<file path="src/mfps_pkg.sv">
// Shared constants for the multifunction pin select block.
// Assumes a single 10 MHz core clock and synchronous active-low reset.
package mfps_pkg;
   // Pin count of the low general-purpose port
   localparam int PIN_COUNT = 5;
   // Pin positions within the port
   localparam int PIN_IRQ_SS = 0;
   localparam int PIN_SCLK = 1;
   localparam int PIN_MISO = 2;
   localparam int PIN_MOSI = 3;
   localparam int PIN_CLK = 4;
   // Core and output clock rates, in Hz
   localparam int CORE_CLK_HZ = 10_000_000;
   localparam int CLK_OUT_HZ = 2_560_000;
   // Phase accumulator: one toggle per overflow, two toggles per output period
   localparam int ACC_W = 24;
   localparam logic [ACC_W-1:0] ACC_MOD = ACC_W'(CORE_CLK_HZ);
   localparam logic [ACC_W-1:0] ACC_STEP = ACC_W'(2 * CLK_OUT_HZ);
   localparam logic [ACC_W-1:0] ACC_RESET = 24'h000000;
   // Pin function selections
   typedef enum logic [1:0] {
      MFPS_SEL_GPIO = 2'b00,
      MFPS_SEL_IRQ = 2'b01,
      MFPS_SEL_ALT = 2'b10
   } mfps_sel_type;
   // Values after reset
   localparam logic [4:0] PIN_OE_RESET = 5'h00;
   localparam logic [4:0] PIN_OUT_RESET = 5'h00;
   localparam logic [4:0] SYNC_RESET = 5'h1F; // Pins idle high on weak pull-ups
endpackage

</file>
<file path="src/mfps_clk_div.sv">
// Fractional divider giving one-cycle toggle enables for the clock output pin.
// Assumes the core clock rate in the package; average toggle rate is exact.
`timescale 1ns/10ps
module mfps_clk_div (
   input wire logic core_clk_in,
   input wire logic resetn_in,
   output logic toggle_en_out
);
   logic [mfps_pkg::ACC_W-1:0] acc_q, acc_d;
   logic toggle_d;

   // Accumulate step; wrap at the core rate and flag a toggle
   always_comb begin
      if (acc_q + mfps_pkg::ACC_STEP >= mfps_pkg::ACC_MOD) begin
         acc_d = mfps_pkg::ACC_W'(acc_q + mfps_pkg::ACC_STEP - mfps_pkg::ACC_MOD);
         toggle_d = 1'b1;
      end else begin
         acc_d = mfps_pkg::ACC_W'(acc_q + mfps_pkg::ACC_STEP);
         toggle_d = 1'b0;
      end
   end

   // Registers only
   always_ff @(posedge core_clk_in) begin
      if (!resetn_in) begin
         acc_q <= mfps_pkg::ACC_RESET;
         toggle_en_out <= 1'b0;
      end else begin
         acc_q <= acc_d;
         toggle_en_out <= toggle_d;
      end
   end
endmodule // mfps_clk_div

</file>
<file path="src/mfps_pin_select.sv">
// Pin function multiplexer for port pins 0..4, debug data output and boot strap.
// Assumes pins come from outside (synchronised here) and control from core logic.
`timescale 1ns/10ps
module mfps_pin_select (
   input wire logic core_clk_in,
   input wire logic resetn_in,
   // Select fields, loaded on cfg_load_in
   input wire logic cfg_load_in,
   input wire logic [1:0] pin0_sel_in,
   input wire logic pin1_alt_in,
   input wire logic pin2_alt_in,
   input wire logic pin3_alt_in,
   input wire logic pin4_alt_in,
   // General I/O controller side
   input wire logic [4:0] gpio_data_in,
   input wire logic [4:0] gpio_oe_in,
   output logic [4:0] gpio_pin_out,
   // SPI controller side
   input wire logic spi_master_in,
   input wire logic spi_miso_data_in,
   input wire logic spi_mosi_data_in,
   output logic spi_slave_select_n_out,
   output logic spi_sclk_out,
   output logic spi_miso_out,
   output logic spi_mosi_out,
   // Interrupt controller side
   output logic ext_interrupt_request_zero_out,
   // Port pins
   input wire logic [4:0] pin_in,
   output logic [4:0] pin_out,
   output logic [4:0] pin_oe_out,
   // Debug port
   input wire logic dbg_tdo_data_in,
   input wire logic dbg_tdo_en_in,
   input wire logic debug_reset_input_in,
   output logic dbg_tdo_out,
   output logic dbg_tdo_oe_out,
   // Boot logic
   output logic boot_serial_out,
   output logic boot_valid_out
);
   // Synchroniser stages, select fields and next values of every register
   logic [4:0] sync1_q, sync2_q;
   logic dbg_rst_sync1_q, dbg_rst_sync2_q;
   logic [1:0] sel0_q, sel0_d;
   logic [4:1] alt_q, alt_d;
   logic [4:0] pin_out_d, pin_oe_d, gpio_pin_d;
   logic clk_q, clk_d;
   logic irq_d, ss_n_d, sclk_d, miso_d, mosi_d;
   logic tdo_d, tdo_oe_d;
   logic boot_serial_d, boot_valid_d;
   logic toggle_en;

   // True when the given alternate field is active for this pin
   function automatic logic mfps_is_alt(input logic [4:1] alt, input int idx);
      return alt[idx];
   endfunction

   // Level an alternate input function sees: the pin when routed, else its idle level
   function automatic logic mfps_alt_level(input logic [4:1] alt, input int idx,
         input logic [4:0] lvl, input logic idle);
      return alt[idx] ? lvl[idx] : idle;
   endfunction

   // Toggle enables for the clock output pin
   mfps_clk_div u_clk_div (
      .core_clk_in(core_clk_in),
      .resetn_in(resetn_in),
      .toggle_en_out(toggle_en)
   );

   // Two-stage pin synchronisers; only the second stage is read. Reset loads
   // the pull-up level so nothing downstream sees a false low on release.
   always_ff @(posedge core_clk_in) begin
      if (!resetn_in) begin
         sync1_q <= mfps_pkg::SYNC_RESET;
         sync2_q <= mfps_pkg::SYNC_RESET;
      end else begin
         sync1_q <= pin_in;
         sync2_q <= sync1_q;
      end
   end

   // Debug reset strap synchroniser keeps running through reset on purpose:
   // the boot capture at the first edge after release must see the settled
   // strap level, not a reset value. Reset must therefore last two edges at
   // least; a strap that changes later is not seen until the next reset.
   always_ff @(posedge core_clk_in) begin
      dbg_rst_sync1_q <= debug_reset_input_in;
      dbg_rst_sync2_q <= dbg_rst_sync1_q;
   end

   // Select fields hold until the next load
   // A load takes all five fields at once, so no pin sees half a change
   always_comb begin
      sel0_d = sel0_q;
      alt_d = alt_q;
      if (cfg_load_in) begin
         // Unused code 2'b11 falls back to general I/O
         sel0_d = (pin0_sel_in == 2'b11) ? 2'(mfps_pkg::MFPS_SEL_GPIO) : pin0_sel_in;
         alt_d = {pin4_alt_in, pin3_alt_in, pin2_alt_in, pin1_alt_in};
      end
   end

   // Clock output toggles on each divider enable, even when not routed
   // Running free keeps the phase independent of the select, for a little power
   always_comb begin
      clk_d = toggle_en ? ~clk_q : clk_q;
   end

   // Pin drive: only the selected function reaches output and enable
   // Starting from general I/O and overriding per pin means a pin that no
   // alternate claims stays under general I/O control, never under two owners
   always_comb begin
      pin_out_d = gpio_data_in;
      pin_oe_d = gpio_oe_in;
      // Pin 0: interrupt and slave select are inputs only
      if (sel0_q != 2'(mfps_pkg::MFPS_SEL_GPIO)) begin
         pin_out_d[mfps_pkg::PIN_IRQ_SS] = 1'b0;
         pin_oe_d[mfps_pkg::PIN_IRQ_SS] = 1'b0;
      end
      // Pin 1: serial clock is a slave input here
      if (mfps_is_alt(alt_q, mfps_pkg::PIN_SCLK)) begin
         pin_out_d[mfps_pkg::PIN_SCLK] = 1'b0;
         pin_oe_d[mfps_pkg::PIN_SCLK] = 1'b0;
      end
      // Pin 2: driven by the slave, received by the master
      if (mfps_is_alt(alt_q, mfps_pkg::PIN_MISO)) begin
         pin_out_d[mfps_pkg::PIN_MISO] = spi_miso_data_in;
         pin_oe_d[mfps_pkg::PIN_MISO] = ~spi_master_in;
      end
      // Pin 3: driven by the master, received by the slave
      if (mfps_is_alt(alt_q, mfps_pkg::PIN_MOSI)) begin
         pin_out_d[mfps_pkg::PIN_MOSI] = spi_mosi_data_in;
         pin_oe_d[mfps_pkg::PIN_MOSI] = spi_master_in;
      end
      // Pin 4: continuous clock output
      if (mfps_is_alt(alt_q, mfps_pkg::PIN_CLK)) begin
         pin_out_d[mfps_pkg::PIN_CLK] = clk_d;
         pin_oe_d[mfps_pkg::PIN_CLK] = 1'b1;
      end
   end

   // Inbound routing; deselected alternate functions see their idle level, general I/O always reads the pin, so the
   // peripheral behind a pin stays quiet while the pin does general I/O
   always_comb begin
      gpio_pin_d = sync2_q;
      irq_d = (sel0_q == 2'(mfps_pkg::MFPS_SEL_IRQ)) && sync2_q[mfps_pkg::PIN_IRQ_SS];
      // Slave select idles inactive high so a stray low cannot start a transfer
      ss_n_d = (sel0_q == 2'(mfps_pkg::MFPS_SEL_ALT)) ? sync2_q[mfps_pkg::PIN_IRQ_SS] : 1'b1;
      sclk_d = mfps_alt_level(alt_q, mfps_pkg::PIN_SCLK, sync2_q, 1'b0);
      miso_d = mfps_alt_level(alt_q, mfps_pkg::PIN_MISO, sync2_q, 1'b0);
      mosi_d = mfps_alt_level(alt_q, mfps_pkg::PIN_MOSI, sync2_q, 1'b0);
   end

   // Debug data output follows the debug logic's enable only
   // Pin selects cannot reach it, so port setup never disturbs a debug session
   always_comb begin
      tdo_d = dbg_tdo_data_in;
      tdo_oe_d = dbg_tdo_en_in;
   end

   // Boot strap caught once, at the first edge after reset release, from the
   // free-running strap synchroniser; the flag then holds so a strap that
   // moves later cannot switch the boot path under running code
   always_comb begin
      boot_serial_d = boot_serial_out;
      boot_valid_d = boot_valid_out;
      if (!boot_valid_out) begin
         boot_serial_d = dbg_rst_sync2_q;
         boot_valid_d = 1'b1;
      end
   end

   // Registers only; reset leaves every pin an input and every alternate off
   // Every output comes from here, so pins and flags change only on the clock edge
   always_ff @(posedge core_clk_in) begin
      if (!resetn_in) begin
         sel0_q <= 2'(mfps_pkg::MFPS_SEL_GPIO);
         alt_q <= 4'h0;
         clk_q <= 1'b0;
         pin_out <= mfps_pkg::PIN_OUT_RESET;
         pin_oe_out <= mfps_pkg::PIN_OE_RESET;
         gpio_pin_out <= mfps_pkg::SYNC_RESET;
         ext_interrupt_request_zero_out <= 1'b0;
         spi_slave_select_n_out <= 1'b1;
         spi_sclk_out <= 1'b0;
         spi_miso_out <= 1'b0;
         spi_mosi_out <= 1'b0;
         dbg_tdo_out <= 1'b0;
         dbg_tdo_oe_out <= 1'b0;
         boot_serial_out <= 1'b0;
         boot_valid_out <= 1'b0;
      end else begin
         sel0_q <= sel0_d;
         alt_q <= alt_d;
         clk_q <= clk_d;
         pin_out <= pin_out_d;
         pin_oe_out <= pin_oe_d;
         gpio_pin_out <= gpio_pin_d;
         ext_interrupt_request_zero_out <= irq_d;
         spi_slave_select_n_out <= ss_n_d;
         spi_sclk_out <= sclk_d;
         spi_miso_out <= miso_d;
         spi_mosi_out <= mosi_d;
         dbg_tdo_out <= tdo_d;
         dbg_tdo_oe_out <= tdo_oe_d;
         boot_serial_out <= boot_serial_d;
         boot_valid_out <= boot_valid_d;
      end
   end
endmodule // mfps_pin_select

</file>
<file path="config.mk">
export PLATFORM = sky130hd
export DESIGN_NAME = mfps_pin_select
export DESIGN_NICKNAME = d
export VERILOG_FILES = /design/src/mfps_pkg.sv /design/src/mfps_clk_div.sv /design/src/mfps_pin_select.sv
export SDC_FILE = /design/constraint.sdc
export NUM_CORES = 1
export LEC_CHECK = 0
export BUFFER_PORTS_ARGS = -buffer_cell sky130_fd_sc_hd__buf_2
export CORE_ASPECT_RATIO = 0.75
export CORE_MARGIN = 3
export CORE_UTILIZATION = 45
export CTS_CLUSTER_DIAMETER = 30
export DETAILED_ROUTE_END_ITERATION = 7
export PLACE_DENSITY = 0.73
export SETUP_SLACK_MARGIN = 0.05
export SKIP_CTS_REPAIR_TIMING = 1
export SLEW_MARGIN = 0
export SYNTH_ARGS = -nofsm -noshare
export SYNTH_HDL_FRONTEND = slang
export SYNTH_SLANG_ARGS = --single-unit
</file>
<file path="constraint.sdc">
create_clock -name core_clk_in -period 4.1 [get_ports core_clk_in]
set_input_delay 0.615 -clock core_clk_in [delete_from_list [all_inputs] [get_ports core_clk_in]]
set_output_delay 0.615 -clock core_clk_in [all_outputs]
set_load 0.03 [all_outputs]
</file>
==> impl_metrics.yaml <==
outcome:
  status: "complete, no violations"
finish:
  drive_above_1_share: 0.289
  regArea_sq_mm: 0.00122
  diodes: 0
  finalNetCount: 355
  design_area_sq_mm: 0.00316
  utilization: 0.572
  area_growth_pct: 18.7
  multi_input_area_sq_mm: 0.00134
  fill_cells: 506
grt:
  grt_pass1_vias: 1887
  grt_max_degree: 46
  grt_usage: 0.166
  grt_pass1_wl_um: 8710
  antenna_found_initial: 0
  grt_overflow: 0
sta:
  finClkSkew_ns: 0.00708
  tns_ns: 0
  final_max_slew_viol_count: 0
  clock.fmax_mhz: 353
  setup_viol: 0
  hold_violations: 0
  rsz0062_at_grt: "no"
  period_needed_ns: 2.83
  relSlewSlack: 0.435
  tightest_slew_ns: 0.847
  finalCritPeriodShare: 0.691
floorplan:
  die_h_um: 72.6
  dieWidth_um: 94.8
  num_rows: 23
  ios: 54
  core_area_sq_mm: 0.00553
  initial_core_util: 0.482
  dieArea_sq_mm: 0.00688
clock_network:
  root_buffer: "clkbuf_8"
  cts_tree: "done"
  h-tree-depth: 3
  worstSkewPairLatency_ns: 0.34
  cts_buffer_depth: 2
  clkTransAtPathRegs_ns: 0.07
  cts_sinks: 61
  cts_made_buffers: 9
setup_path:
  arrival_ns: 3.06
  path_class: "reg -> reg"
  crit_start: "u_clk_div.acc_q[13]"
  reg2regPathDepth: 7
  critPathLaunchType: "register"
  cp_slowest_stage_delay_ns: 0.68
  critPathMaxFanout: 15
  path_delay_family: "compound AO/OA/AOI/OAI gates"
  critPathBufInv: 0
  cpMaxStageDelayCell: "o21ai_2"
  crit_chain: "ha_1 -> nand3_2 -> o41ai_1 -> a21oi_1 -> o21ai_2 -> a22oi_1 -> mux2_1"
  rr_startpoint: "u_clk_div.acc_q[13]"
  required_ns: 4.33
  end_kind: "register"
  cp_num_cells: 7
logic_synthesis:
  synth_ff_type: "dfxtp_1"
  avgSynthCellArea_sq_um: 9.93
  synth_area_leader_cell: "dfxtp_1"
  synth_edf_count: 0
  synth_nets: 302
  ys_seq_elements: 61
  syn_area_sq_mm: 0.00266
  synth_area_leaders: "dfxtp_1 46%, mux2i_1 7.5%, nand2b_1 5.2%, nor2_1 2.8%, nand2_1 2.7%"
  async_flop_share: 0
  yosysWarnings: 0
  synth_top_area_share: 0.459
  syn_inst: 268
  ys_types: 62
  ys_seq_area_frac: 0.459
job:
  maxCapViolations: 0
placement:
  hpwl_um: 3620
  gp_routability_congestion: 0.833
  port_buffers: 53
  place_area_sq_mm: 0.00296
drt:
  wl_um: 5220
  drt-initial-drc-count: 158
  via_per_inst: 5.16
  drc: 0
  drt-wirelength-per-cell_um: 13.0
  postRouteAntennaNets: 0
  drt-pass1-iter-count: 4
  via_count: 2063
hold_path:
  hp-start: "dbg_rst_sync1_q"
  hold_class: "reg -> reg"
  hold_depth: 0
power:
  ir_worst_vdd_uv: 399
  p_leak_uw: 0.00134
  power_uw: 2100
  p_per_area_mw_per_mm2: 664
==> report_power, final <==
part,total [uW],leakage (uW),internal (uW),switching [uW]
sequential,801,0.000504,684,117
clock,536,0.000103,312,224
combinational,761,0.000732,335,426
total,2100,0.00134,1330,766
==> worst paths after layout <==
check,endpoint,slack [ns]
worst max register to register,u_clk_div.acc_q[21],1.27
worst min register to register,dbg_rst_sync2_q,0.33
worst max-delay path,u_clk_div.acc_q[21],1.27
worst min-delay path,dbg_rst_sync2_q,0.33
==> worst reg2reg max path: cells and delay by family (launching register included) <==
family / cells / cell delay (ns)
AO/OA/AOI/OAI: 4 / 1.42
flip-flops: 1 / 0.49
multiplexers: 1 / 0.35
AND/OR/NAND/NOR: 1 / 0.18
adder cells (fa/ha/maj): 1 / 0.30
==> registers in the layout, indices dropped and copies added (netlist names), 2 cells and up <==
signal and flops:
alt_q 4, gpio_pin_d 5, gpio_pin_out 5, pin_oe_out 5, pin_out 5, sel0_q 2, sync1_q 5, u_clk_div.acc_q 17
==> kinds of logic (layout without fill, tap and decap cells) <==
group / Yosys count / count (layout) / synth area share
DFF: 61 / 61 / 0.459
and+or+nand+nor: 103 / 103 / 0.215
muxes: 21 / 21 / 0.0795
xor gates and xnor gates: 9 / 9 / 0.0324
AOI/OAI and AO/OA: 50 / 50 / 0.157
buffers and inverters: 20 / 77 / 0.0385
adders and majority gates: 4 / 4 / 0.0188
==> area by class of cell <==
class,instances,area share
clock buffer,12,0.0491
clock inverter,3,0.0139
inverter,7,0.00832
multi-input combinational,187,0.424
sequential,61,0.387
tap,75,0.0297
timing repair buffer,55,0.0887
==> cells in the mapped netlist, drive strengths merged (5+ instances only) <==
library cell  number
dfxtp             61
nand2b            22
mux2i             20
nor2              20
nand2             19
a21oi             16
o21ai              8
buf                7
clkbuf             6
inv                6
xnor2              6
and3               5
nand3              5
or2                5
==> cells in the final DEF, fill, tap and decap left out, drive strengths merged, types with 2 or more instances in the layout <==
cell type	n
xor2	3
nor4	2
dfxtp	61
and2	3
a21boi	2
nor4b	2
nor3	3
nand3	5
o21ai	8
o211ai	4
xnor2	6
a22oi	2
inv	7
nand2b	22
clkbuf	12
and3	5
clkinv	2
or3	4
a31oi	2
nand2	19
nor3b	3
o311ai	3
or2	5
nor2	20
a21oi	16
mux2i	20
nand4	4
o31ai	2
ha	4
buf	55
a211oi	2
==> per-stage QoR <==
stage	cells	setup slack [ns]	hold WS (ns)
after global placement	385	1.36	0.310
after CTS	400	1.31	0.330
final	400	1.27	0.328
after global routing	400	0.957	0.344
after floorplan	268	1.82	0.310
after detailed placement	385	1.32	0.315
==> layer usage <==
| layer | wire length, um | GRT usage | part of all wire | up-vias |
|---|---|---|---|---|
| met1 | 2500 | 0.211 | 0.48 | 925 |
| li1 | - | - | - | 1049 |
| met4 | 91 | 0.0592 | 0.017 | 0 |
| met3 | 430 | 0.0680 | 0.082 | 12 |
| met2 | 2200 | 0.254 | 0.42 | 77 |
| met5 | 0 | 0 | 0 | - |
No activity file was read; power rests on OpenSTA's default activity.
